### src/verilog/fomle_pkg.sv
// Contract
// - or-with-file ors accumulator with data byte
// - dest bit 0 writes accumulator, 1 writes file
// - access bit 0 uses access bank, 1 bank register
// - eight-bit field reaches whole 256-byte bank
// - move-file copies byte unchanged to destination
// - byte ops are one word, one cycle
// - load-pointer puts 12-bit literal into pointer 0-2
// - load-pointer: two cycles, high nibble then low byte
// - load-pointer words: ee,00,sel,k11-8 then f0,k7-0
// - load-pointer leaves all status flags unchanged
// - mem-to-mem move copies from any 12-bit address to any unprotected 12-bit address
// - mem-to-mem words begin with 1100 then 1111
// - mem-to-mem: two cycles, protected destinations refused
package fomle_pkg;

  // ----------------------------------------------------------------
  // widths and counts
  // ----------------------------------------------------------------
  localparam int          DATA_W       = 8;        // data path width
  localparam int          ADDR_W       = 12;       // data space address width
  localparam int          PTR_CNT      = 3;        // indirect pointers

  // ----------------------------------------------------------------
  // opcode prefixes and field positions
  // ----------------------------------------------------------------
  localparam logic [5:0]  PFX_OR_FILE  = 6'h04;    // 0001 00
  localparam logic [5:0]  PFX_MOV_FILE = 6'h14;    // 0101 00
  localparam logic [7:0]  PFX_LP_W1    = 8'hee;    // 1110 1110
  localparam logic [1:0]  PFX_LP_PAD   = 2'h0;     // 00 before select
  localparam logic [7:0]  PFX_LP_W2    = 8'hf0;    // 1111 0000
  localparam logic [3:0]  PFX_MM_SRC   = 4'hc;     // 1100
  localparam logic [3:0]  PFX_MM_DST   = 4'hf;     // 1111
  localparam int          BIT_DEST     = 9;        // destination select
  localparam int          BIT_ACCESS   = 8;        // access select

  // ----------------------------------------------------------------
  // access bank split and reset values
  // ----------------------------------------------------------------
  localparam logic [7:0]  ACCESS_SPLIT = 8'h80;    // low half / high half
  localparam logic [3:0]  ACCESS_LO_BK = 4'h0;     // bank of low half
  localparam logic [3:0]  ACCESS_HI_BK = 4'hf;     // bank of high half
  localparam logic [7:0]  ACCUM_RST    = 8'h00;    // accumulator at reset
  localparam logic [11:0] PTR_RST      = 12'h000;  // pointers at reset
  localparam logic [11:0] ADDR_RST     = 12'h000;  // bus address at reset

  // ----------------------------------------------------------------
  // types
  // ----------------------------------------------------------------
  typedef enum logic [1:0] {PH_Q1, PH_Q2, PH_Q3, PH_Q4} fomle_phase_type;
  typedef enum logic [1:0] {ST_IDLE, ST_LP2, ST_MM2} fomle_state_type;
  typedef enum logic [2:0] {OP_NONE, OP_OR, OP_MOV, OP_LP, OP_MM} fomle_op_type;

  // builds the 12-bit data address of a byte-oriented operand
  function automatic logic [11:0] fomle_bank_addr(input logic       acc,
                                                  input logic [3:0] bank,
                                                  input logic [7:0] f);
    if (acc) begin
      fomle_bank_addr = {bank, f};
    end else if (f < ACCESS_SPLIT) begin
      fomle_bank_addr = {ACCESS_LO_BK, f};
    end else begin
      fomle_bank_addr = {ACCESS_HI_BK, f};
    end
  endfunction : fomle_bank_addr

endpackage : fomle_pkg

### src/verilog/fomle_core_if.sv
// carries decode fields and alu operands between the core modules
interface fomle_core_if;
  import fomle_pkg::*;

  logic [15:0]  instr;     // instruction word under decode
  fomle_op_type op;        // decoded first-word operation
  logic         dest;      // destination select
  logic         access;    // access select
  logic [7:0]   faddr;     // 8-bit file address
  logic [1:0]   ptr_sel;   // pointer select
  logic [11:0]  lit_addr;  // literal / 12-bit address field
  logic         word2_lp;  // word is a valid load-pointer second word
  logic         word2_mm;  // word is a valid mem-to-mem second word
  logic [7:0]   accum;     // alu operand a
  logic [7:0]   operand;   // alu operand b (data byte)
  logic         is_or;     // alu ors when high, passes b when low
  logic [7:0]   result;    // alu result
  logic         neg;       // result bit 7
  logic         zero;      // result is zero

  modport dec_mp (input instr, output op, dest, access, faddr, ptr_sel, lit_addr,
                  word2_lp, word2_mm);
  modport alu_mp (input accum, operand, is_or, output result, neg, zero);
  modport exe_mp (output instr, accum, operand, is_or,
                  input op, dest, access, faddr, ptr_sel, lit_addr, word2_lp,
                  word2_mm, result, neg, zero);
endinterface : fomle_core_if

### src/verilog/fomle_decode.sv
// combinational field decode of one instruction word
module fomle_decode
  import fomle_pkg::*;
(
  fomle_core_if.dec_mp dif
);

  // ----------------------------------------------------------------
  // opcode match
  // ----------------------------------------------------------------
  always_comb begin
    dif.dest     = dif.instr[BIT_DEST];
    dif.access   = dif.instr[BIT_ACCESS];
    dif.faddr    = dif.instr[7:0];
    dif.ptr_sel  = dif.instr[5:4];
    // load-pointer first word holds k11..8 in the low nibble, others 12 bits
    dif.lit_addr = dif.instr[11:0];
    dif.word2_lp = (dif.instr[15:8] == PFX_LP_W2);
    dif.word2_mm = (dif.instr[15:12] == PFX_MM_DST);
    if (dif.instr[15:10] == PFX_OR_FILE) begin
      dif.op = OP_OR;
    end else if (dif.instr[15:10] == PFX_MOV_FILE) begin
      dif.op = OP_MOV;
    end else if (dif.instr[15:8] == PFX_LP_W1 && dif.instr[7:6] == PFX_LP_PAD) begin
      dif.op = OP_LP;
    end else if (dif.instr[15:12] == PFX_MM_SRC) begin
      dif.op = OP_MM;
    end else begin
      dif.op = OP_NONE;                 // other groups are not ours
    end
  end

endmodule : fomle_decode

### src/verilog/fomle_alu.sv
// or / pass-through unit with negative and zero result flags
module fomle_alu
  import fomle_pkg::*;
(
  fomle_core_if.alu_mp aif
);

  // ----------------------------------------------------------------
  // result and flags
  // ----------------------------------------------------------------
  always_comb begin
    aif.result = aif.is_or ? (aif.accum | aif.operand) : aif.operand;
    aif.neg    = aif.result[DATA_W-1];
    aif.zero   = (aif.result == 8'h00);
  end

endmodule : fomle_alu

### src/verilog/fomle_exec.sv
// executes or-with-file, move-file, load-pointer and mem-to-mem move
module fomle_exec
  import fomle_pkg::*;
#(
  parameter logic [11:0] PC_LOW_ADDR = 12'hff0,  // prog_counter_low location
  parameter logic [11:0] TOS_UP_ADDR = 12'hff1,  // stack_top_upper location
  parameter logic [11:0] TOS_HI_ADDR = 12'hff2,  // stack_top_high location
  parameter logic [11:0] TOS_LO_ADDR = 12'hff3   // stack_top_low location
)(
  input  wire logic                          mclk_in,
  input  wire logic                          reset_n_in,
  input  wire logic [15:0]                   instr_in,
  input  wire logic                          instr_valid_in,
  input  wire logic [3:0]                    bank_select_reg_in,
  input  wire logic [7:0]                    mem_rdata_in,
  output logic      [1:0]                    phase_out,
  output logic      [11:0]                   mem_addr_out,
  output logic                               mem_rd_out,
  output logic      [7:0]                    mem_wdata_out,
  output logic                               mem_we_out,
  output logic      [7:0]                    accum_out,
  output logic                               flag_neg_out,
  output logic                               flag_zero_out,
  output logic      [PTR_CNT-1:0][ADDR_W-1:0] ptr_out,
  output logic                               instr_done_out,
  output logic                               seq_err_out,
  output logic                               bad_dest_out
);

  // ----------------------------------------------------------------
  // state
  // ----------------------------------------------------------------
  fomle_phase_type                phase_ff,     nxt_phase;      // quarter phase
  fomle_state_type                state_ff,     nxt_state;      // word sequence
  fomle_op_type                   cur_op_ff,    nxt_cur_op;     // op in this cycle
  logic                           dest_ff,      nxt_dest;       // latched d bit
  logic [1:0]                     ptr_sel_ff,   nxt_ptr_sel;    // latched pointer
  logic [11:0]                    lit_ff,       nxt_lit;        // literal staging
  logic [7:0]                     operand_ff,   nxt_operand;    // data byte read
  logic [7:0]                     accum_ff,     nxt_accum;      // accumulator
  logic                           neg_ff,       nxt_neg;        // negative flag
  logic                           zero_ff,      nxt_zero;       // zero flag
  logic [PTR_CNT-1:0][ADDR_W-1:0] ptr_ff,       nxt_ptr;        // pointers
  logic [11:0]                    mem_addr_ff,  nxt_mem_addr;   // data address
  logic                           mem_rd_ff,    nxt_mem_rd;     // read strobe
  logic [7:0]                     mem_wdata_ff, nxt_mem_wdata;  // write data
  logic                           mem_we_ff,    nxt_mem_we;     // write strobe
  logic                           done_ff,      nxt_done;       // end pulse
  logic                           err_ff,       nxt_err;        // sequence fault
  logic                           bad_ff,       nxt_bad;        // refused dest
  logic                           byte_op;                      // or / move

  fomle_core_if cif ();

  // ----------------------------------------------------------------
  // sub-units
  // ----------------------------------------------------------------
  fomle_decode u_dec (.dif (cif));
  fomle_alu    u_alu (.aif (cif));

  assign cif.instr   = instr_in;
  assign cif.accum   = accum_ff;
  assign cif.operand = operand_ff;
  assign cif.is_or   = (cur_op_ff == OP_OR);
  assign byte_op     = (cur_op_ff == OP_OR) || (cur_op_ff == OP_MOV);

  // locations the mem-to-mem move may not overwrite
  function automatic logic is_protected(input logic [11:0] a);
    is_protected = (a == PC_LOW_ADDR) || (a == TOS_UP_ADDR) ||
                   (a == TOS_HI_ADDR) || (a == TOS_LO_ADDR);
  endfunction : is_protected

  // ----------------------------------------------------------------
  // next-state logic, one quarter phase per clock
  // ----------------------------------------------------------------
  always_comb begin
    nxt_phase     = phase_ff;
    nxt_state     = state_ff;
    nxt_cur_op    = cur_op_ff;
    nxt_dest      = dest_ff;
    nxt_ptr_sel   = ptr_sel_ff;
    nxt_lit       = lit_ff;
    nxt_operand   = operand_ff;
    nxt_accum     = accum_ff;
    nxt_neg       = neg_ff;
    nxt_zero      = zero_ff;
    nxt_ptr       = ptr_ff;
    nxt_mem_addr  = mem_addr_ff;
    nxt_mem_wdata = mem_wdata_ff;
    nxt_mem_rd    = 1'b0;                     // strobes are one phase wide
    nxt_mem_we    = 1'b0;
    nxt_done      = 1'b0;
    nxt_err       = 1'b0;
    nxt_bad       = 1'b0;
    unique case (phase_ff)
      // decode: the word on instr_in is taken at the end of q1
      PH_Q1: begin
        nxt_phase  = PH_Q2;
        nxt_cur_op = OP_NONE;
        unique case (state_ff)
          ST_IDLE: begin
            if (instr_valid_in) begin
              nxt_cur_op = cif.op;
              nxt_dest   = cif.dest;
              if (cif.op == OP_OR || cif.op == OP_MOV) begin
                nxt_mem_addr = fomle_bank_addr(cif.access, bank_select_reg_in, cif.faddr);
                nxt_mem_rd   = 1'b1;
              end
              if (cif.op == OP_MM) begin
                nxt_mem_addr = cif.lit_addr;
                nxt_mem_rd   = 1'b1;
              end
              if (cif.op == OP_LP) begin
                nxt_ptr_sel = cif.ptr_sel;
                nxt_lit     = {cif.lit_addr[3:0], 8'h00};
                if (cif.ptr_sel > 2'(PTR_CNT - 1)) begin
                  nxt_cur_op = OP_NONE;
                  nxt_err    = 1'b1;
                end
              end
            end
          end
          ST_LP2: begin
            // second word must be f0 kk
            if (instr_valid_in && cif.word2_lp) begin
              nxt_cur_op   = OP_LP;
              nxt_lit[7:0] = cif.faddr;
            end else begin
              nxt_err   = 1'b1;             // abandon, pointer keeps high nibble
              nxt_state = ST_IDLE;
            end
          end
          ST_MM2: begin
            if (instr_valid_in && cif.word2_mm) begin
              nxt_cur_op   = OP_MM;
              nxt_mem_addr = cif.lit_addr;
              nxt_bad      = is_protected(cif.lit_addr);
            end else begin
              nxt_err   = 1'b1;
              nxt_state = ST_IDLE;
            end
          end
        endcase
      end
      // read: memory answers during q2, captured at its end
      PH_Q2: begin
        nxt_phase = PH_Q3;
        if (mem_rd_ff) begin
          nxt_operand = mem_rdata_in;
        end
      end
      // process: raise the write strobe so it stands through q4
      PH_Q3: begin
        nxt_phase = PH_Q4;
        if (byte_op && dest_ff) begin
          nxt_mem_we    = 1'b1;
          nxt_mem_wdata = cif.result;
        end
        if (cur_op_ff == OP_MM && state_ff == ST_MM2 && !is_protected(mem_addr_ff)) begin
          nxt_mem_we    = 1'b1;
          nxt_mem_wdata = operand_ff;
        end
      end
      // write: results land at the end of q4
      PH_Q4: begin
        nxt_phase = PH_Q1;
        if (byte_op) begin
          nxt_done = 1'b1;
          if (!dest_ff) begin
            nxt_accum = cif.result;
          end
          nxt_neg  = cif.neg;
          nxt_zero = cif.zero;
        end
        if (cur_op_ff == OP_LP) begin
          if (state_ff == ST_IDLE) begin
            nxt_ptr[ptr_sel_ff][11:8] = lit_ff[11:8];
            nxt_state                 = ST_LP2;
          end else begin
            nxt_ptr[ptr_sel_ff][7:0] = lit_ff[7:0];
            nxt_state                = ST_IDLE;
            nxt_done                 = 1'b1;
          end
        end
        if (cur_op_ff == OP_MM) begin
          nxt_state = (state_ff == ST_IDLE) ? ST_MM2 : ST_IDLE;
          nxt_done  = (state_ff == ST_MM2);
        end
      end
    endcase
  end

  // ----------------------------------------------------------------
  // registers, synchronous active-low reset
  // ----------------------------------------------------------------
  always_ff @(posedge mclk_in) begin
    if (!reset_n_in) begin
      phase_ff     <= PH_Q1;
      state_ff     <= ST_IDLE;
      cur_op_ff    <= OP_NONE;
      dest_ff      <= 1'b0;
      ptr_sel_ff   <= 2'h0;
      lit_ff       <= PTR_RST;
      operand_ff   <= 8'h00;
      accum_ff     <= ACCUM_RST;
      neg_ff       <= 1'b0;
      zero_ff      <= 1'b0;
      ptr_ff       <= {PTR_CNT{PTR_RST}};
      mem_addr_ff  <= ADDR_RST;
      mem_rd_ff    <= 1'b0;
      mem_wdata_ff <= 8'h00;
      mem_we_ff    <= 1'b0;
      done_ff      <= 1'b0;
      err_ff       <= 1'b0;
      bad_ff       <= 1'b0;
    end else begin
      phase_ff     <= nxt_phase;
      state_ff     <= nxt_state;
      cur_op_ff    <= nxt_cur_op;
      dest_ff      <= nxt_dest;
      ptr_sel_ff   <= nxt_ptr_sel;
      lit_ff       <= nxt_lit;
      operand_ff   <= nxt_operand;
      accum_ff     <= nxt_accum;
      neg_ff       <= nxt_neg;
      zero_ff      <= nxt_zero;
      ptr_ff       <= nxt_ptr;
      mem_addr_ff  <= nxt_mem_addr;
      mem_rd_ff    <= nxt_mem_rd;
      mem_wdata_ff <= nxt_mem_wdata;
      mem_we_ff    <= nxt_mem_we;
      done_ff      <= nxt_done;
      err_ff       <= nxt_err;
      bad_ff       <= nxt_bad;
    end
  end

  // ----------------------------------------------------------------
  // outputs, all straight from flip-flops
  // ----------------------------------------------------------------
  assign phase_out      = phase_ff;
  assign mem_addr_out   = mem_addr_ff;
  assign mem_rd_out     = mem_rd_ff;
  assign mem_wdata_out  = mem_wdata_ff;
  assign mem_we_out     = mem_we_ff;
  assign accum_out      = accum_ff;
  assign flag_neg_out   = neg_ff;
  assign flag_zero_out  = zero_ff;
  assign ptr_out        = ptr_ff;
  assign instr_done_out = done_ff;
  assign seq_err_out    = err_ff;
  assign bad_dest_out   = bad_ff;
endmodule : fomle_exec

### config.mk
export PLATFORM = sky130hd
export DESIGN_NAME = fomle_exec
export DESIGN_NICKNAME = d
export VERILOG_FILES = /design/src/verilog/fomle_pkg.sv /design/src/verilog/fomle_core_if.sv /design/src/verilog/fomle_decode.sv /design/src/verilog/fomle_alu.sv /design/src/verilog/fomle_exec.sv
export SDC_FILE = /design/constraint.sdc
export NUM_CORES = 1
export LEC_CHECK = 0
export BUFFER_PORTS_ARGS = -buffer_cell sky130_fd_sc_hd__buf_2
export CAP_MARGIN = 20
export CORE_UTILIZATION = 55
export CTS_BUF_LIST = sky130_fd_sc_hd__clkbuf_16
export CTS_CLUSTER_SIZE = 25
export DETAILED_ROUTE_END_ITERATION = 16
export PLACE_DENSITY = 0.8
export RECOVER_POWER = 100
export SLEW_MARGIN = 20
export SYNTH_ARGS = -nofsm -noshare
export SYNTH_HDL_FRONTEND = slang
export SYNTH_SLANG_ARGS = --single-unit
### constraint.sdc
create_clock -name mclk_in -period 4.4 [get_ports mclk_in]
set_clock_uncertainty 0.2 [all_clocks]
set_input_delay 0.66 -clock mclk_in [delete_from_list [all_inputs] [get_ports mclk_in]]
set_output_delay 0.66 -clock mclk_in [all_outputs]
set_load 0.1 [all_outputs]
==> reports/qor.csv <==
metric;value;unit
crit_path_start_kind;input pin;
max_freq;306;MHz
async_flop_share;0;%
worst_skew_pair.late_latency;0.35;ns
slew-limit-headroom;-46.9;%
hold_class;reg2reg;
setup_viol;0;
cts_resized;0;
design.core.area;0.00785;mm²
rows;32;
post_cts_buffers;0;
dp_hpwl;7510;µm
r2r-start;state_ff[0]$_SDFFE_PN0P_;
timing.final.crit_period;3.26;ns
violations;max-capacitance violations, max-slew violations;
worst_hold_slack;0.280;ns
final_nets;582;
synth_top_area_share;44.7;%
track_usage;25.5;%
ys_seq_area_share;44.7;%
antenna_cells;0;
cts.sinks;101;
dr.pass1.iters;4;
path_clk_slew;0.07;ns
wl_per_cell;16.1;µm
grt_overflow;0;
synthCells;457;
min_delay_path_depth;2;
netlist_area;0.00453;mm²
rr_endpoint;ptr_out[18]$_SDFFE_PN0P_;
drc_errors;0;
max_cap_violations;5;
min_period_over_period;74.2;%
tns;0;ns
status;finished with violations;
drt-total-wl;10500;µm
layout-drive-gt1-share;10.0;%
endpoint_kind;register;
layout_common_cells;dfxtp_1 (101), clkbuf_1 (74), mux2i_1 (59);
mostFrequentLayoutCell;dfxtp_1;
antenna_found_initial;0;
worst_slew_pin_slew;2.18;ns
drt_first_iter_violations;174;
start_util;57.7;%
grt_pass1_wl;17500;µm
vdd_drop_max;0.248;mV
finalWorstSetupSlack;1.14;ns
dieArea;0.00860;mm²
grt_max_degree;59;
ctsHoldBuffers;0;
grt_pass1_vias;3625;
cp.arrival;3.33;ns
routed-via-count;3812;
p_per_area;357;mW/mm²
r2r_cells;5;
crit_path_max_fanout;58;
cellLeakagePower;1.88;nW
placed_area;0.00506;mm²
fp.dieH;92.7;µm
synth.distinct_cells;61;
cts_buffers;9;
pre_cts_slack;1.53;ns
area_growth;15.5;%
ant_nets;0;
slew_violations;86;
worstHoldEndpoint;mem_addr_out[5]$_SDFFE_PN0P_;
required;4.47;ns
io_pins;104;
synth_nets;495;
synth_seq_cells;101;
yosysWarnings;0;
synth_flop_cell;dfxtp_1;
via_per_inst;5.86;
port_buffers;103;
synth_edf_count;0;
fin_util;66.6;%
crit_type;in2reg;
htree_levels;3;
rsz0062_at_grt;false;
design_area;0.00523;mm²
hold_viol;0;
synth_area_leaders;dfxtp_1 (45%), mux2i_1 (13%), nor2b_1 (6.1%);
syn_avg_cell_area;9.91;µm²
reg2reg_slack;1.16;ns
hold_start;mem_addr_out[5]$_SDFFE_PN0P_;
tritoncts;built;
cts-root-buf;clkbuf_16;
gp_congestion;0.931;
clockBufferDepth;2;
die_w;92.7;µm
synth_top_cell_by_area;dfxtp_1;
## metal layers
metal	GRT usage, %	share of wire, %	vias up
li1	-	-	1839
met1	33.2	47	1834
met2	41.0	46	124
met3	6.32	6.2	15
met4	8.85	1.4	0
met5	0	0	-
## worst max-delay path by stage
stage	end	from
2_1_floorplan	ptr_out[0]$_SDFFE_PN0P_	phase_out[1]$_SDFF_PN0_
3_3_place_gp	mem_addr_out[1]$_SDFFE_PN0P_	instr_in[11]
3_5_place_dp	mem_addr_out[1]$_SDFFE_PN0P_	instr_in[11]
4_1_cts	mem_addr_out[4]$_SDFFE_PN0P_	phase_out[0]$_SDFF_PN0_
5_1_grt	lit_ff[4]$_SDFFE_PN0P_	reset_n_in
6_report	lit_ff[4]$_SDFFE_PN0P_	reset_n_in
## cells by family after synthesis
kind of cell | after synthesis | share of synthesized area (%)
and+or+nand+nor | 181 | 24.2
DFF | 101 | 44.7
AOI/OAI and AO/OA | 73 | 12.7
muxes | 59 | 13.0
buffers and inverters | 35 | 3.26
adders and majority gates | 7 | 1.93
xor gates and xnor gates | 1 | 0.193
## worst max-delay path, stage by stage
cell and delay [ns]:
clkbuf_1 1.26, clkbuf_2 0.93, nand2_1 0.22, o22ai_1 0.22
## area by class of cell
type / count / area, µm²
Timing Repair Buffer: 104 / 428
Clock buffer: 9 / 225
Multi-Input combinational cell: 321 / 2310
Sequential cell: 101 / 2020
Tap cell: 102 / 128
Fill cell: 691 / 2620
Clock inverter: 7 / 91.3
Inverter: 7 / 26.3
## cells in the mapped netlist (8+ instances only)
master,number
nor3b_1,8
nor3_1,15
o22ai_1,8
a22o_1,8
nor2_1,8
mux2i_1,59
dfxtp_1,101
a21boi_0,10
nand3_1,14
clkbuf_1,21
nand2_1,48
nor2b_1,44
## state kept, by name, summed over array words and instances (netlist names), 2 cells and up
signal	flops
mem_addr_out	12
mem_wdata_out	8
phase_out	2
lit_ff	12
state_ff	2
ptr_sel_ff	2
ptr_out	36
accum_out	8
cur_op_ff	3
cif.operand	8
## metrics by stage
stage,power (mW),std cells
finish,1.87,651
detailed placement,1.06,635
global route,1.93,651
floorplan,1.02,457
CTS,1.88,651
global placement,1.06,635
## power by group
part | leakage [nW] | total (mW) | switching, mW | internal, mW
Clock | 0.157 | 0.830 | 0.374 | 0.456
Sequential | 0.814 | 0.922 | 0.00490 | 0.917
Combinational | 0.909 | 0.117 | 0.0785 | 0.0384
Power figures use the tool's default switching activity.
